==> src/hdl/epd_port_consts.svh <==
// constants of the serial host port
// Contract
// - strap low picks 4-wire 8-bit mode, strap high picks 3-wire 9-bit mode
// - in 3-wire mode the command/data pin is ignored; host ties it low
// - 4-wire mode shifts data in on rising clock, msb first, eight bits
// - 4-wire mode samples command/data pin on eighth clock and commits byte then
// - port is write only and never drives data back
// - 3-wire mode shifts nine bits, flag first then msb to lsb
// - 3-wire flag 1 routes byte to display ram, 0 to command register
// - serial lines accepted only while chip select is low
// - low reset returns port to its initial state
`ifndef EPD_PORT_CONSTS_SVH
`define EPD_PORT_CONSTS_SVH
`define EPD_BITS_4W 4'h8
`define EPD_BITS_3W 4'h9
`define EPD_FIFO_DEPTH 8
`define EPD_WORD_W 9
`endif

==> src/hdl/epd_port_pkg.sv <==
// types of the serial host port
package epd_port_pkg;
    typedef enum logic [0:0] {
        MODE_4W = 1'b0,
        MODE_3W = 1'b1
    } bus_mode_t;
endpackage

==> src/hdl/epd_serial_host_port.sv <==
// write-only serial host port: pin sampling, word assembly, routing
`include "epd_port_consts.svh"
module epd_serial_host_port (
    input wire logic sys_clk,
    input wire logic rst_n,
    input wire logic reset_n_pin,
    input wire logic bus_mode_strap,
    input wire logic chip_sel_n,
    input wire logic serial_clk,
    input wire logic serial_data_in,
    input wire logic dc_sel,
    output logic sdo_out,
    output logic sdo_oe,
    output logic overrun,
    output logic ram_wr,
    output logic cmd_wr,
    output logic [7:0] wr_byte,
    input wire logic sink_ready
);
    typedef struct packed {
        logic sclk_prev;
        logic [3:0] bit_cnt;
        logic [8:0] shreg;
        logic word_vld;
        logic [8:0] word;
        logic ovr;
        logic ram_wr;
        logic cmd_wr;
        logic [7:0] wr_byte;
        logic rst_pin_q;
    } port_state_t;
    port_state_t s_q, s_d;

    logic [4:0] pins;
    logic sclk_s, sdi_s, csn_s, dc_s, mode_s;
    logic rise;
    logic full_word;
    logic [3:0] need;
    logic [8:0] next_sh;
    logic [8:0] word_in;
    logic fifo_in_ready, f_valid;
    logic [8:0] f_data;
    logic soft_rst_n;
    logic take;

    // ----------------------------------------
    // pin synchronisers
    // ----------------------------------------
    epd_sync2 #(.W(5)) u_sync (
        .sys_clk(sys_clk),
        .rst_n(rst_n),
        .async_in({serial_clk, serial_data_in, chip_sel_n, dc_sel, bus_mode_strap}),
        .sync_out(pins)
    );
    assign {sclk_s, sdi_s, csn_s, dc_s, mode_s} = pins;

    // reset pin also synchronised; low holds the port in reset
    logic [0:0] rstp_s;
    epd_sync2 #(.W(1)) u_sync_rst (
        .sys_clk(sys_clk),
        .rst_n(rst_n),
        .async_in(reset_n_pin),
        .sync_out(rstp_s)
    );
    assign soft_rst_n = rst_n && s_q.rst_pin_q;

    // ----------------------------------------
    // word framing
    // ----------------------------------------
    function automatic logic [3:0] bits_for(input logic m);
        bits_for = (m == epd_port_pkg::MODE_3W) ? `EPD_BITS_3W : `EPD_BITS_4W;
    endfunction

    assign rise = sclk_s && !s_q.sclk_prev && !csn_s;
    assign need = bits_for(mode_s);
    assign next_sh = {s_q.shreg[7:0], sdi_s};
    // at or past the last bit, so a strap flip mid-word cannot run the count away
    assign full_word = rise && (s_q.bit_cnt >= need - 4'h1);
    // 4-wire: flag is the pin sampled on the eighth clock; 3-wire: the first bit
    assign word_in = (mode_s == epd_port_pkg::MODE_3W) ? next_sh
                   : {dc_s, next_sh[7:0]};

    // ----------------------------------------
    // next state
    // ----------------------------------------
    always_comb begin
        s_d = s_q;
        s_d.rst_pin_q = rstp_s[0];
        s_d.sclk_prev = sclk_s;
        s_d.word_vld = 1'b0;
        s_d.ram_wr = 1'b0;
        s_d.cmd_wr = 1'b0;
        if (csn_s) begin
            s_d.bit_cnt = 4'h0;
            s_d.shreg = '0;
        end else if (rise) begin
            if (full_word) begin
                s_d.bit_cnt = 4'h0;
                s_d.word_vld = 1'b1;
                s_d.word = word_in;
            end else begin
                s_d.bit_cnt = s_q.bit_cnt + 4'h1;
            end
            s_d.shreg = next_sh;
        end
        // word dropped when the fifo is full; sticky until reset
        if (s_q.word_vld && !fifo_in_ready) begin
            s_d.ovr = 1'b1;
        end
        // strobe only on a real pop, so a stalled word is neither lost nor repeated
        if (take) begin
            s_d.ram_wr = f_data[8];
            s_d.cmd_wr = !f_data[8];
            s_d.wr_byte = f_data[7:0];
        end
        // pin reset clears all but its own flop, which must see the pin come back
        if (!soft_rst_n) begin
            s_d = '0;
            s_d.rst_pin_q = rstp_s[0];
        end
    end

    always_ff @(posedge sys_clk) begin
        if (!rst_n) begin
            s_q <= '0;
        end else begin
            s_q <= s_d;
        end
    end

    // ----------------------------------------
    // fifo between the serial side and the sinks
    // ----------------------------------------
    epd_fifo #(.WIDTH(`EPD_WORD_W), .DEPTH(`EPD_FIFO_DEPTH)) u_fifo (
        .sys_clk(sys_clk),
        .rst_n(soft_rst_n),
        .in_valid(s_q.word_vld),
        .in_ready(fifo_in_ready),
        .in_data(s_q.word),
        .out_valid(f_valid),
        .out_ready(sink_ready),
        .out_data(f_data)
    );

    // write-only port: output pin never enabled
    assign sdo_out = 1'b0;
    assign sdo_oe = 1'b0;
    assign overrun = s_q.ovr;
    assign ram_wr = s_q.ram_wr;
    assign cmd_wr = s_q.cmd_wr;
    // a word leaves the fifo only when the sink takes it
    assign take = f_valid && sink_ready;
    assign wr_byte = s_q.wr_byte;

    // ----------------------------------------
    // checks
    // ----------------------------------------
    property p_no_drive;
        @(posedge sys_clk) disable iff (!rst_n) !sdo_oe;
    endproperty
    a_no_drive: assert property (p_no_drive) else $error("sdo driven");

    property p_cs_clear;
        @(posedge sys_clk) disable iff (!soft_rst_n) csn_s |=> s_q.bit_cnt == 4'h0;
    endproperty
    a_cs_clear: assert property (p_cs_clear) else $error("count kept");

    property p_no_word_idle;
        @(posedge sys_clk) disable iff (!soft_rst_n) csn_s |=> !s_q.word_vld;
    endproperty
    a_no_word_idle: assert property (p_no_word_idle) else $error("word w/o cs");

    property p_len_4w;
        @(posedge sys_clk) disable iff (!soft_rst_n)
            (s_q.word_vld && mode_s == 1'b0) |-> $past(s_q.bit_cnt) == 4'h7;
    endproperty
    a_len_4w: assert property (p_len_4w) else $error("4w length");

    property p_len_3w;
        @(posedge sys_clk) disable iff (!soft_rst_n)
            (s_q.word_vld && mode_s == 1'b1) |-> $past(s_q.bit_cnt) == 4'h8;
    endproperty
    a_len_3w: assert property (p_len_3w) else $error("3w length");

    property p_dc_4w;
        @(posedge sys_clk) disable iff (!soft_rst_n)
            (full_word && mode_s == 1'b0) |=> s_q.word[8] == $past(dc_s);
    endproperty
    a_dc_4w: assert property (p_dc_4w) else $error("dc sample");

    property p_flag_3w;
        @(posedge sys_clk) disable iff (!soft_rst_n)
            (full_word && mode_s == 1'b1) |=> s_q.word[8] == $past(s_q.shreg[7]);
    endproperty
    a_flag_3w: assert property (p_flag_3w) else $error("flag bit");

    property p_route;
        @(posedge sys_clk) disable iff (!soft_rst_n)
            take |=> (s_q.ram_wr == $past(f_data[8])) && (s_q.cmd_wr != s_q.ram_wr);
    endproperty
    a_route: assert property (p_route) else $error("routing");

    property p_reset;
        @(posedge sys_clk) !rst_n |=> s_q.bit_cnt == 4'h0 && !s_q.ovr;
    endproperty
    a_reset: assert property (p_reset) else $error("reset state");

    // a pin reset leaves the counter and the strobes clear
    property p_pin_reset;
        @(posedge sys_clk) disable iff (!rst_n)
            !s_q.rst_pin_q |=> s_q.bit_cnt == 4'h0 && !s_q.ram_wr && !s_q.cmd_wr;
    endproperty
    a_pin_reset: assert property (p_pin_reset) else $error("pin reset");

    // any reset empties the fifo by the next edge
    property p_fifo_clear;
        @(posedge sys_clk)
            !soft_rst_n |=> !f_valid;
    endproperty
    a_fifo_clear: assert property (p_fifo_clear) else $error("fifo kept");

    // a strobe only follows a word taken from the fifo
    property p_wr_take;
        @(posedge sys_clk) disable iff (!soft_rst_n)
            (ram_wr || cmd_wr) |-> $past(take);
    endproperty
    a_wr_take: assert property (p_wr_take) else $error("stray write");

    // the byte shown is the one popped
    property p_byte;
        @(posedge sys_clk) disable iff (!soft_rst_n)
            take |=> wr_byte == $past(f_data[7:0]);
    endproperty
    a_byte: assert property (p_byte) else $error("byte value");

    // the byte holds between pops
    property p_byte_hold;
        @(posedge sys_clk) disable iff (!soft_rst_n)
            !take |=> $stable(wr_byte);
    endproperty
    a_byte_hold: assert property (p_byte_hold) else $error("byte moved");

    // a finished 3-wire word is the nine shifted bits
    property p_word_3w;
        @(posedge sys_clk) disable iff (!soft_rst_n)
            (full_word && mode_s == 1'b1) |=> s_q.word == $past(next_sh);
    endproperty
    a_word_3w: assert property (p_word_3w) else $error("3w word");

    // a finished 4-wire word keeps the eight shifted bits
    property p_word_4w;
        @(posedge sys_clk) disable iff (!soft_rst_n)
            (full_word && mode_s == 1'b0) |=> s_q.word[7:0] == $past(next_sh[7:0]);
    endproperty
    a_word_4w: assert property (p_word_4w) else $error("4w word");

    // each detected edge shifts one bit in
    property p_shift;
        @(posedge sys_clk) disable iff (!soft_rst_n)
            rise |=> s_q.shreg == $past(next_sh);
    endproperty
    a_shift: assert property (p_shift) else $error("shift");

    // the count steps by one on an edge that does not end the word
    property p_cnt_step;
        @(posedge sys_clk) disable iff (!soft_rst_n)
            (rise && !full_word) |=> s_q.bit_cnt == $past(s_q.bit_cnt) + 4'h1;
    endproperty
    a_cnt_step: assert property (p_cnt_step) else $error("count step");

    // while selected and without an edge the count stands
    property p_cnt_hold;
        @(posedge sys_clk) disable iff (!soft_rst_n)
            (!csn_s && !rise) |=> $stable(s_q.bit_cnt);
    endproperty
    a_cnt_hold: assert property (p_cnt_hold) else $error("count moved");

    // the count never passes the last bit of a nine-bit word
    property p_cnt_range;
        @(posedge sys_clk) disable iff (!soft_rst_n)
            s_q.bit_cnt <= 4'h8;
    endproperty
    a_cnt_range: assert property (p_cnt_range) else $error("count range");

    // a word met by a full fifo raises overrun
    property p_ovr_set;
        @(posedge sys_clk) disable iff (!soft_rst_n)
            (s_q.word_vld && !fifo_in_ready) |=> overrun;
    endproperty
    a_ovr_set: assert property (p_ovr_set) else $error("overrun missed");

    // overrun stays until a reset
    property p_ovr_sticky;
        @(posedge sys_clk) disable iff (!soft_rst_n)
            overrun |=> overrun;
    endproperty
    a_ovr_sticky: assert property (p_ovr_sticky) else $error("overrun lost");

    // main scenarios seen at least once
    c_word_4w: cover property (@(posedge sys_clk) s_q.word_vld && !mode_s);
    c_word_3w: cover property (@(posedge sys_clk) s_q.word_vld && mode_s);
    c_abort: cover property (@(posedge sys_clk) csn_s && s_q.bit_cnt != 4'h0);
    c_full: cover property (@(posedge sys_clk) !fifo_in_ready);
    c_pin_reset: cover property (@(posedge sys_clk) rst_n && !rstp_s[0]);
endmodule // epd_serial_host_port

==> src/hdl/epd_sync2.sv <==
// two-stage synchroniser for a bundle of pin levels
module epd_sync2 #(
    parameter int W = 4
) (
    input wire logic sys_clk,
    input wire logic rst_n,
    input wire logic [W-1:0] async_in,
    output logic [W-1:0] sync_out
);
    typedef struct packed {
        logic [W-1:0] meta;
        logic [W-1:0] sync;
    } sync_state_t;
    sync_state_t s_q, s_d;

    // ----------------------------------------
    // two flops, the first read only by the second
    // ----------------------------------------
    always_comb begin
        s_d.meta = async_in;
        s_d.sync = s_q.meta;
    end

    always_ff @(posedge sys_clk) begin
        if (!rst_n) begin
            s_q <= '0;
        end else begin
            s_q <= s_d;
        end
    end

    assign sync_out = s_q.sync;
endmodule // epd_sync2

==> src/hdl/epd_fifo.sv <==
// small valid/ready fifo for received words
module epd_fifo #(
    parameter int WIDTH = 9,
    parameter int DEPTH = 8
) (
    input wire logic sys_clk,
    input wire logic rst_n,
    input wire logic in_valid,
    output logic in_ready,
    input wire logic [WIDTH-1:0] in_data,
    output logic out_valid,
    input wire logic out_ready,
    output logic [WIDTH-1:0] out_data
);
    localparam int AW = $clog2(DEPTH);
    typedef struct packed {
        logic [AW-1:0] wp;
        logic [AW-1:0] rp;
        logic [AW:0] cnt;
    } fifo_state_t;
    fifo_state_t s_q, s_d;
    logic [WIDTH-1:0] mem [DEPTH];
    logic push;
    logic pop;

    assign in_ready = (s_q.cnt != (AW+1)'(DEPTH));
    assign out_valid = (s_q.cnt != '0);
    assign out_data = mem[s_q.rp];
    assign push = in_valid && in_ready;
    assign pop = out_valid && out_ready;

    // ----------------------------------------
    // pointer and count update
    // ----------------------------------------
    always_comb begin
        s_d = s_q;
        if (push) begin
            s_d.wp = (s_q.wp == AW'(DEPTH - 1)) ? '0 : s_q.wp + 1'b1;
        end
        if (pop) begin
            s_d.rp = (s_q.rp == AW'(DEPTH - 1)) ? '0 : s_q.rp + 1'b1;
        end
        s_d.cnt = s_q.cnt + (AW+1)'(push) - (AW+1)'(pop);
    end

    always_ff @(posedge sys_clk) begin
        if (!rst_n) begin
            s_q <= '0;
        end else begin
            s_q <= s_d;
        end
    end

    // storage has no reset, only written on push
    always_ff @(posedge sys_clk) begin
        if (push) begin
            mem[s_q.wp] <= in_data;
        end
    end
endmodule // epd_fifo

==> config.mk <==
export PLATFORM = sky130hd
export DESIGN_NAME = epd_serial_host_port
export DESIGN_NICKNAME = d
export VERILOG_FILES = /design/src/hdl/epd_port_pkg.sv /design/src/hdl/epd_serial_host_port.sv /design/src/hdl/epd_sync2.sv /design/src/hdl/epd_fifo.sv
export VERILOG_INCLUDE_DIRS = /design/src /design/src/hdl
export SDC_FILE = /design/constraint.sdc
export NUM_CORES = 1
export LEC_CHECK = 0
export ABC_AREA = 1
export BUFFER_PORTS_ARGS = -buffer_cell sky130_fd_sc_hd__buf_2
export CORE_MARGIN = 8
export CORE_UTILIZATION = 45
export DETAILED_ROUTE_END_ITERATION = 12
export PLACE_DENSITY = 0.65
export SLEW_MARGIN = 10
export SYNTH_ARGS = -nofsm -noshare
export SYNTH_HDL_FRONTEND = slang
export SYNTH_HIERARCHICAL = 1
export SYNTH_SLANG_ARGS = --single-unit
==> constraint.sdc <==
create_clock -name sys_clk -period 2.75 [get_ports sys_clk]
set_input_delay 0.4125 -clock sys_clk [delete_from_list [all_inputs] [get_ports sys_clk]]
set_output_delay 0.4125 -clock sys_clk [all_outputs]
set_load 0.05 [all_outputs]
## After elaboration in Yosys (flattened, before gate mapping)

Memories as Yosys holds them, arrays and structs flattened. A register that Yosys moved wholly into a read port is not among the register bits.
Index checks and enable logic that the tools add are counted.

- Bits in registers: 57
- Bits in latches: 0
- RAM bits: 72
- Memory bits (read-only): 0
- Bits of input ports: 9
- Output and inout port bits: 13
- Logic and storage cells: 59
- Memories kept: 1

Memories:

| name | words | width | rd ports | clocked after memory_dff | wr ports | line | RTL |
|---|---|---|---|---|---|---|---|
| u_fifo.mem | 8 | 9 | 1 | 1 | 1 | epd_fifo.sv:22 | `logic [WIDTH-1:0] mem [DEPTH];` |

- Add/sub/neg operators: 6
- Multiply operators: 0
- Divide/modulo/power cells: 0
- Order comparisons: 1
- Equal/unequal tests: 3
- Shifts and indexed selects: 0
- Muxes and demuxes: 10
- Bitwise logic cells: 4
- Reduce and logical (&&, ||, !) cells: 17

Operator list:

| operator | count |
|---|---|
| two-way mux 3 bit | 4 |
| two-way mux 10 bit | 1 |
| two-way mux 9 bit | 1 |
| logical AND 1 bit | 7 |
| adder 3 x 1 -> 3 bit (second input constant) | 2 |
| == test 3 bit (second input constant) | 2 |
| AND reduction 3 bit | 2 |
| adder 4 x 1 -> 4 bit | 1 |
| adder 4 x 1 -> 4 bit (second input constant) | 1 |
| greater-or-equal comparator 4 bit | 1 |
| logical NOT 1 bit | 4 |
| two-way mux 4 bit | 1 |
| != test 4 bit (second input constant) | 1 |
| inverter 1 bit | 4 |
| nonzero test 4 bit | 1 |
| OR reduction 4 bit | 1 |
| subtractor 4 x 1 -> 4 bit | 1 |
| subtractor 4 x 1 -> 4 bit (second input constant) | 1 |
| two-way mux 1 bit | 3 |
| OR reduction 3 bit | 1 |
| AND reduction 2 bit | 1 |

## Depth between registers and ports, before layout

Gate-level depths: netlist of run 1.

- Depth after elaboration: 5
- Depth in mapped cells: 12

## Hierarchy

The synthesis of run 1 kept the hierarchy.

Modules (own cells, without submodules):

| module | instances | cells an instance | area an instance (µm²) |
|---|---|---|---|
| epd_fifo | 1 | 404 | 3888.7 |
| epd_serial_host_port | 1 | 194 | 1487.7 |
| epd_sync2 (u_sync) | 1 | 31 | 286.5 |
| epd_sync2 (u_sync_rst) | 1 | 6 | 55.1 |

## Least setup slack after synthesis of run 1

No wires, ideal clock.

- Kind: reg-to-reg
- Start point: register u_fifo/s_q[2] in the netlist's numbering
- End point: register u_fifo/s_q[1] in the netlist's numbering
- Arrival time: 1.832 ns
- Required time: 2.640 ns
- Slack: 0.808 ns
- Stages on the path, launching flop included: 12
- Path buffers: 1
- Cell sequence: dfxtp_1 > inv_1 > ha_1 > nand2_2 > nand2_4 > buf_6 > ha_1 > inv_1 > ha_1 > fa_1 > nand2_1 > inv_1

RTL lines:

| item | line | RTL |
|---|---|---|
| start, declared | epd_fifo.sv:21 | `fifo_state_t s_q, s_d;` |
| start signal, assigned | epd_fifo.sv:48 | `s_q <= '0;` |
| start signal, assigned | epd_fifo.sv:50 | `s_q <= s_d;` |

==> out/results.ini, run 1 <==
[global_route]
use_met1=0.161
use_met3=0.0434
first_global_vias=3747
grt_use_met2=0.236
gr-total-overflow=0
grt-busiest-layer=met2
grt_usage=0.140
grt_max_degree=37
antenna_found_initial=0
grt_pass1_wl_um=17700

[synthesis]
ys_seq_area_frac=0.588
yosys-mux-area-fraction=0.00175
syn_inst=635
ys_types=34
synth_xor_area_frac=0
ys_seq_elements=132
avgSynthCellArea_sq_um=9.00
synth_compound_area_frac=0.0295
synth_top_family_by_area=simple AND/OR/NAND/NOR gates
yosys_warnings=6
synth-simple-area-share=0.222
yosys.area_share.adder=0.0363
syn-cell-area_sq_mm=0.00572

[clocking]
clk_pin_slew_worst_paths_ns=0.06
cts_hold_buf=0
clk_path_buf_depth=2
cts_htree_levels=4
postCtsSetupRepairBufs=0
clkLatencyLatePin_ns=0.41
cts_resized=0
clock-sinks=132
clockRootBuffer=clkbuf_16
tritoncts=yes
cts_buffers=17

[power]
power.leakage_nw=3.08
powerDensity_mw_per_mm2=660
irDropWorstVdd_mv=0.423

[place]
place_congestion=0.775
portBuffers=19
place_inst=813
dpl.hpwl_um=7340
postPlaceCellArea_sq_mm=0.00591

[sta]
hold_viol_final=0
skew_ns=0.00712
period_minus_slack_ns=2.02
fin_crit_sh=0.736
fmax_ghz=0.494
rsz0062_at_grt=no
setup_viol=0
finalSetupTns_ns=0
worstMarginPinSlew_ns=0.646
slew_violations=0
relSlewSlack=0.567

[outcome]
status=complete, no violations

[route]
via_per_inst=4.58
dr.first_iter.drc_count=235
vias=3868
wire_per_inst_um=12.7
ant_nets=0
route.detailed.drc=0
wl_um=10700
firstDrtPassIters=4

[flow_run]
maxCapViolCount=0

[floorplan]
die_area_sq_mm=0.0166
initial_core_util=0.457
dieHeight_um=129
io_pins=22
core_area_sq_mm=0.0125
num_rows=41
die_w_um=129

[worst_setup_path]
startpoint_type=flip-flop
cp.arrival_ns=2.34
criticalPathCategory=reg -> reg
required_ns=3.07
critPathCaptureType=flip-flop
worstPathMaxFanout=4

[cells_and_area]
design_area_sq_mm=0.00649
multi_input_area_sq_mm=0.00166
diodes=0
stdcell_count=845
mostFrequentLayoutCell=nand2_1
seq_area_sq_mm=0.00336
area_growth_pct=13.6
drive_above_1_share=0.114
num-fill-cells=1175
fin_nets=685
final_cell_mix=nand2_1 (173), inv_1 (115), edfxtp_1 (72), dfxtp_1 (60), nor2_1 (57)

[worst_hold_path]
hold_class=in -> reg

==> logic make-up (layout without fill, tap and decap cells) <==
logic type	count (synthesis)	in the layout
fa+ha+maj	16	16
simple gates	304	304
mux	1	1
flops	132	132
buf+inv	149	186
other cells	1	2
compound gates	32	32
==> through the flow <==
stage | setup slack [ns] | power (mW) | utilization | hold slack, ns
2_1_floorplan | 0.808 | 2.15 | - | 0.390
3_3_place_gp | 0.786 | 2.15 | 0.472 | 0.392
3_5_place_dp | 0.727 | 2.15 | 0.472 | 0.395
4_1_cts | 0.713 | 4.33 | 0.519 | 0.160
5_1_grt | 0.580 | 4.42 | 0.519 | 0.167
6_report | 0.727 | 4.28 | 0.519 | 0.180
==> final timing paths <==
path	from	endpoint	slack (ns)	depth (start not counted)
setup / recovery	u_fifo/s_q[2]$_SDFF_PN0_	u_fifo/s_q[1]$_SDFF_PN0_	0.73	9
hold reg to reg	u_sync/s_d[4]$_SDFF_PN0_	u_sync/sync_out[4]$_SDFF_PN0_	0.41	2
setup reg to reg	u_fifo/s_q[2]$_SDFF_PN0_	u_fifo/s_q[1]$_SDFF_PN0_	0.73	9
hold / removal	serial_clk	u_sync/s_d[4]$_SDFF_PN0_	0.18	3
==> sequential cells by signal, indices dropped and copies added, names as in the netlist, named ones only <==
register	count
cmd_wr	1
next_sh	8
overrun	1
ram_wr	1
s_q	16
u_fifo/mem	72
u_fifo/s_q	10
u_sync/s_d	5
u_sync/sync_out	5
u_sync_rst/s_d	1
u_sync_rst/sync_out	1
wr_byte	8
==> per-layer routing <==
metal,vias up,wire [um]
met1,1740,4760
li1,2019,-
met2,92,5120
met4,0,178
met3,17,673
met5,-,0
==> cell type report <==
type | instances | share of cell area
Inverter | 119 | 0.0699
Multi-Input combinational cell | 355 | 0.256
Clock buffer | 25 | 0.0796
Clock inverter | 7 | 0.0102
Sequential cell | 132 | 0.518
Timing Repair Buffer | 35 | 0.0331
Tap cell | 172 | 0.0331
==> where the power goes <==
group,total (mW),switching (mW),leakage (nW),internal [mW]
clock,2.17,0.783,0.293,1.39
combinational,0.0395,0.0271,1.63,0.0124
sequential,2.07,0.00294,1.15,2.07
total,4.28,0.813,3.08,3.47
==> synthesized netlist by cell type <==
cell	number	area (sq um)
conb_1	1	3.75
a21oi_1	12	60.1
nand2_1	173	649
nand3_2	1	10.0
nand3_1	49	245
inv_6	1	8.76
nor3b_1	1	7.51
nor2_2	3	18.8
clkinv_1	1	3.75
inv_1	115	432
nor3_2	1	10.0
inv_4	1	6.26
ha_1	15	188
mux2i_1	1	10.0
nand3b_1	2	15.0
o21bai_1	1	7.51
o21ai_0	17	85.1
inv_2	1	3.75
buf_2	3	15.0
dfxtp_1	60	1200
a21boi_1	1	7.51
nand4_1	3	18.8
nor3_1	10	50.1
nor2_1	57	214
a21oi_2	1	8.76
buf_6	9	101
edfxtp_1	72	2160
or2_2	1	6.26
fa_1	1	20.0
buf_4	15	113
clkbuf_2	1	5.00
clkbuf_1	2	7.51
nand2_4	1	11.3
nand2_2	2	12.5
==> worst max-delay path: stages (launching register included) <==
cell	delay, ns
dfxtp_1	0.30
inv_1	0.06
ha_1	0.21
a21boi_1	0.28
ha_1	0.29
inv_1	0.06
ha_1	0.18
fa_1	0.43
nand2_1	0.08
inv_1	0.03
No activity file was read; power rests on OpenSTA's default activity.
==> run 2: changes to the inputs <==
Settings changed: PLACE_DENSITY 0.65 to 0.67.
Clock period 2.75 ns to 1.7 ns, I/O delays scaled along.
==> out/results.ini, run 2 (same netlist as run 1, synthesis figures left out) <==
[outcome]
violations=negative setup slack
status=complete, but fails checks

[clocking]
clkLatencyLatePin_ns=0.41  ; about the same
clk_pin_slew_worst_paths_ns=0.05  ; about the same
tritoncts=yes
clk_path_buf_depth=2  ; unchanged
cts_buffers=17  ; unchanged
clock-sinks=132  ; unchanged
cts_htree_levels=4  ; unchanged
clockRootBuffer=clkbuf_16

[cells_and_area]
drive_above_1_share=0.146  ; +0.0316
mostFrequentLayoutCell=nand2_1
fin_util=0.533  ; +0.0138
fin_nets=697  ; +1.8%
seq_area_sq_mm=0.00337  ; +0.19%
final_cell_mix=nand2_1 (173), inv_1 (112), edfxtp_1 (72), nor2_1 (57), dfxtp_1 (57)
num-fill-cells=1106  ; -5.9%
stdcell_count=857  ; +1.4%
diodes=0  ; unchanged
design_area_sq_mm=0.00667  ; +2.7%
largest_register_ffs=72  ; unchanged
largestRegisters=u_fifo/mem x72, s_q x16, u_fifo/s_q x10
regMostFlops=u_fifo/mem
area_growth_pct=16.6
multi_input_area_sq_mm=0.00174  ; +4.7%

[floorplan]
num_rows=41  ; unchanged
io_pins=22  ; unchanged
core_area_sq_mm=0.0125  ; unchanged
dieHeight_um=129  ; unchanged
die_area_sq_mm=0.0166  ; unchanged
die_w_um=129  ; unchanged
initial_core_util=0.457  ; unchanged

[place]
portBuffers=19  ; unchanged
place_inst=821  ; +0.98%
place_congestion=0.760  ; -2.0%
postPlaceCellArea_sq_mm=0.00603  ; +2.1%
dpl.hpwl_um=7000  ; -4.6%

[global_route]
grt_usage=0.143  ; +0.00309
grt_pass1_wl_um=18200  ; +2.6%
first_global_vias=3866  ; +3.2%
grt_max_degree=37  ; unchanged
gr-total-overflow=0  ; unchanged
antenna_found_initial=0  ; unchanged

[sta]
skew_ns=0.00680  ; -0.000321 ns
period_minus_slack_ns=1.78  ; -0.238 ns
fmax_ghz=0.560  ; +13%
fin_ws_ns=-0.0848  ; -0.812 ns
setup_viol=2  ; +2
finalSetupTns_ns=-0.0903  ; -0.0903 ns
rsz0062_at_grt=yes
slew_violations=0  ; unchanged
hold_viol_final=0  ; unchanged
fin_crit_sh=1.05  ; +0.314

[route]
route.detailed.drc=0  ; unchanged
dr.first_iter.drc_count=221  ; -6.0%
via_per_inst=4.58  ; about the same
wl_um=11000  ; +2.2%
firstDrtPassIters=4  ; unchanged
wire_per_inst_um=12.8  ; +0.73%
ant_nets=0  ; unchanged
vias=3923  ; +1.4%

[worst_setup_path]
critPathCaptureType=flip-flop
startpoint_type=flip-flop
criticalPathCategory=reg -> reg
required_ns=2.06  ; -1.01 ns
worstPathMaxFanout=3  ; -1
cp.arrival_ns=2.14  ; -0.20 ns

[power]
p_total_mw=6.74  ; +57%
power.leakage_nw=3.12  ; +1.4%
irDropWorstVdd_mv=0.965  ; +130%
powerDensity_mw_per_mm2=1010  ; +53%

[worst_hold_path]
hold_class=in -> reg

[flow_run]
maxCapViolCount=0  ; unchanged

==> run 2: cell types whose count changed in the layout (fill, tap and decap cells not counted), moves of 3 or more <==
cell / delta
ha_4: +4
inv_1: -3
clkinvlp_4: +3
dfxtp_1: -3
buf_4: +8
ha_1: -4
==> run 2: worst max-delay path: stages (launching register included) <==
cell and delay, ns:
dfxtp_2 0.33, inv_4 0.05, ha_4 0.15, nand2_4 0.06, nand2_4 0.05, ha_4 0.27
inv_4 0.03, ha_4 0.15, fa_2 0.52, nand2_1 0.05, inv_1 0.05
==> run 2: path summary, 6_finish.rpt <==
| kind | depth (start not counted) | slack (ns) | startpoint | endpoint |
|---|---|---|---|---|
| worst max-delay path | 10 | -0.08 | u_fifo/s_q[2]$_SDFF_PN0_ | u_fifo/s_q[1]$_SDFF_PN0_ |
| worst min-delay path | 3 | 0.02 | dc_sel | u_sync/s_d[1]$_SDFF_PN0_ |
| worst max register to register | 10 | -0.08 | u_fifo/s_q[2]$_SDFF_PN0_ | u_fifo/s_q[1]$_SDFF_PN0_ |
| worst min register to register | 2 | 0.41 | u_sync/s_d[0]$_SDFF_PN0_ | u_sync/sync_out[0]$_SDFF_PN0_ |
==> run 2: cell type report <==
type                            instances  share of cell area
Tap cell                              172              0.0323
Clock inverter                          9             0.00770
Clock buffer                           23              0.0749
Sequential cell                       132               0.505
Multi-Input combinational cell        355               0.261
Inverter                              119              0.0689
Timing Repair Buffer                   47              0.0495
==> run 2: stage by stage <==
step / setup slack, ns / hold slack [ns]
after CTS: -0.0864 / 0.00525
final: -0.0848 / 0.0218
after detailed placement: -0.217 / 0.398
after global routing: -0.141 / 0.0103
after global placement: -0.125 / 0.394
after floorplan: -0.141 / 0.348
==> run 2: routing by layer <==
| layer | track usage | vias to the layer above | routed length [um] |
|---|---|---|---|
| met4 | 0.0622 | 0 | 169 |
| li1 | - | 2039 | - |
| met2 | 0.251 | 81 | 5430 |
| met3 | 0.0443 | 14 | 548 |
| met1 | 0.156 | 1789 | 4810 |
| met5 | 0 | - | 0 |
==> run 2: power breakdown <==
group          total, mW  internal (mW)  switching, mW
registers           3.35           3.34        0.00477
logic             0.0732         0.0272         0.0460
clock network       3.32           2.05           1.28
total               6.74           5.42           1.33
==> run 2: timing repair <==
action	CTS	global route
gates resized for setup	8	7
setup buffers	1	1
setup endpoints to repair	3	20
hold endpoints to repair	1	0
hold buffers	1	0
gates cloned	0	1
pin swaps	5	2
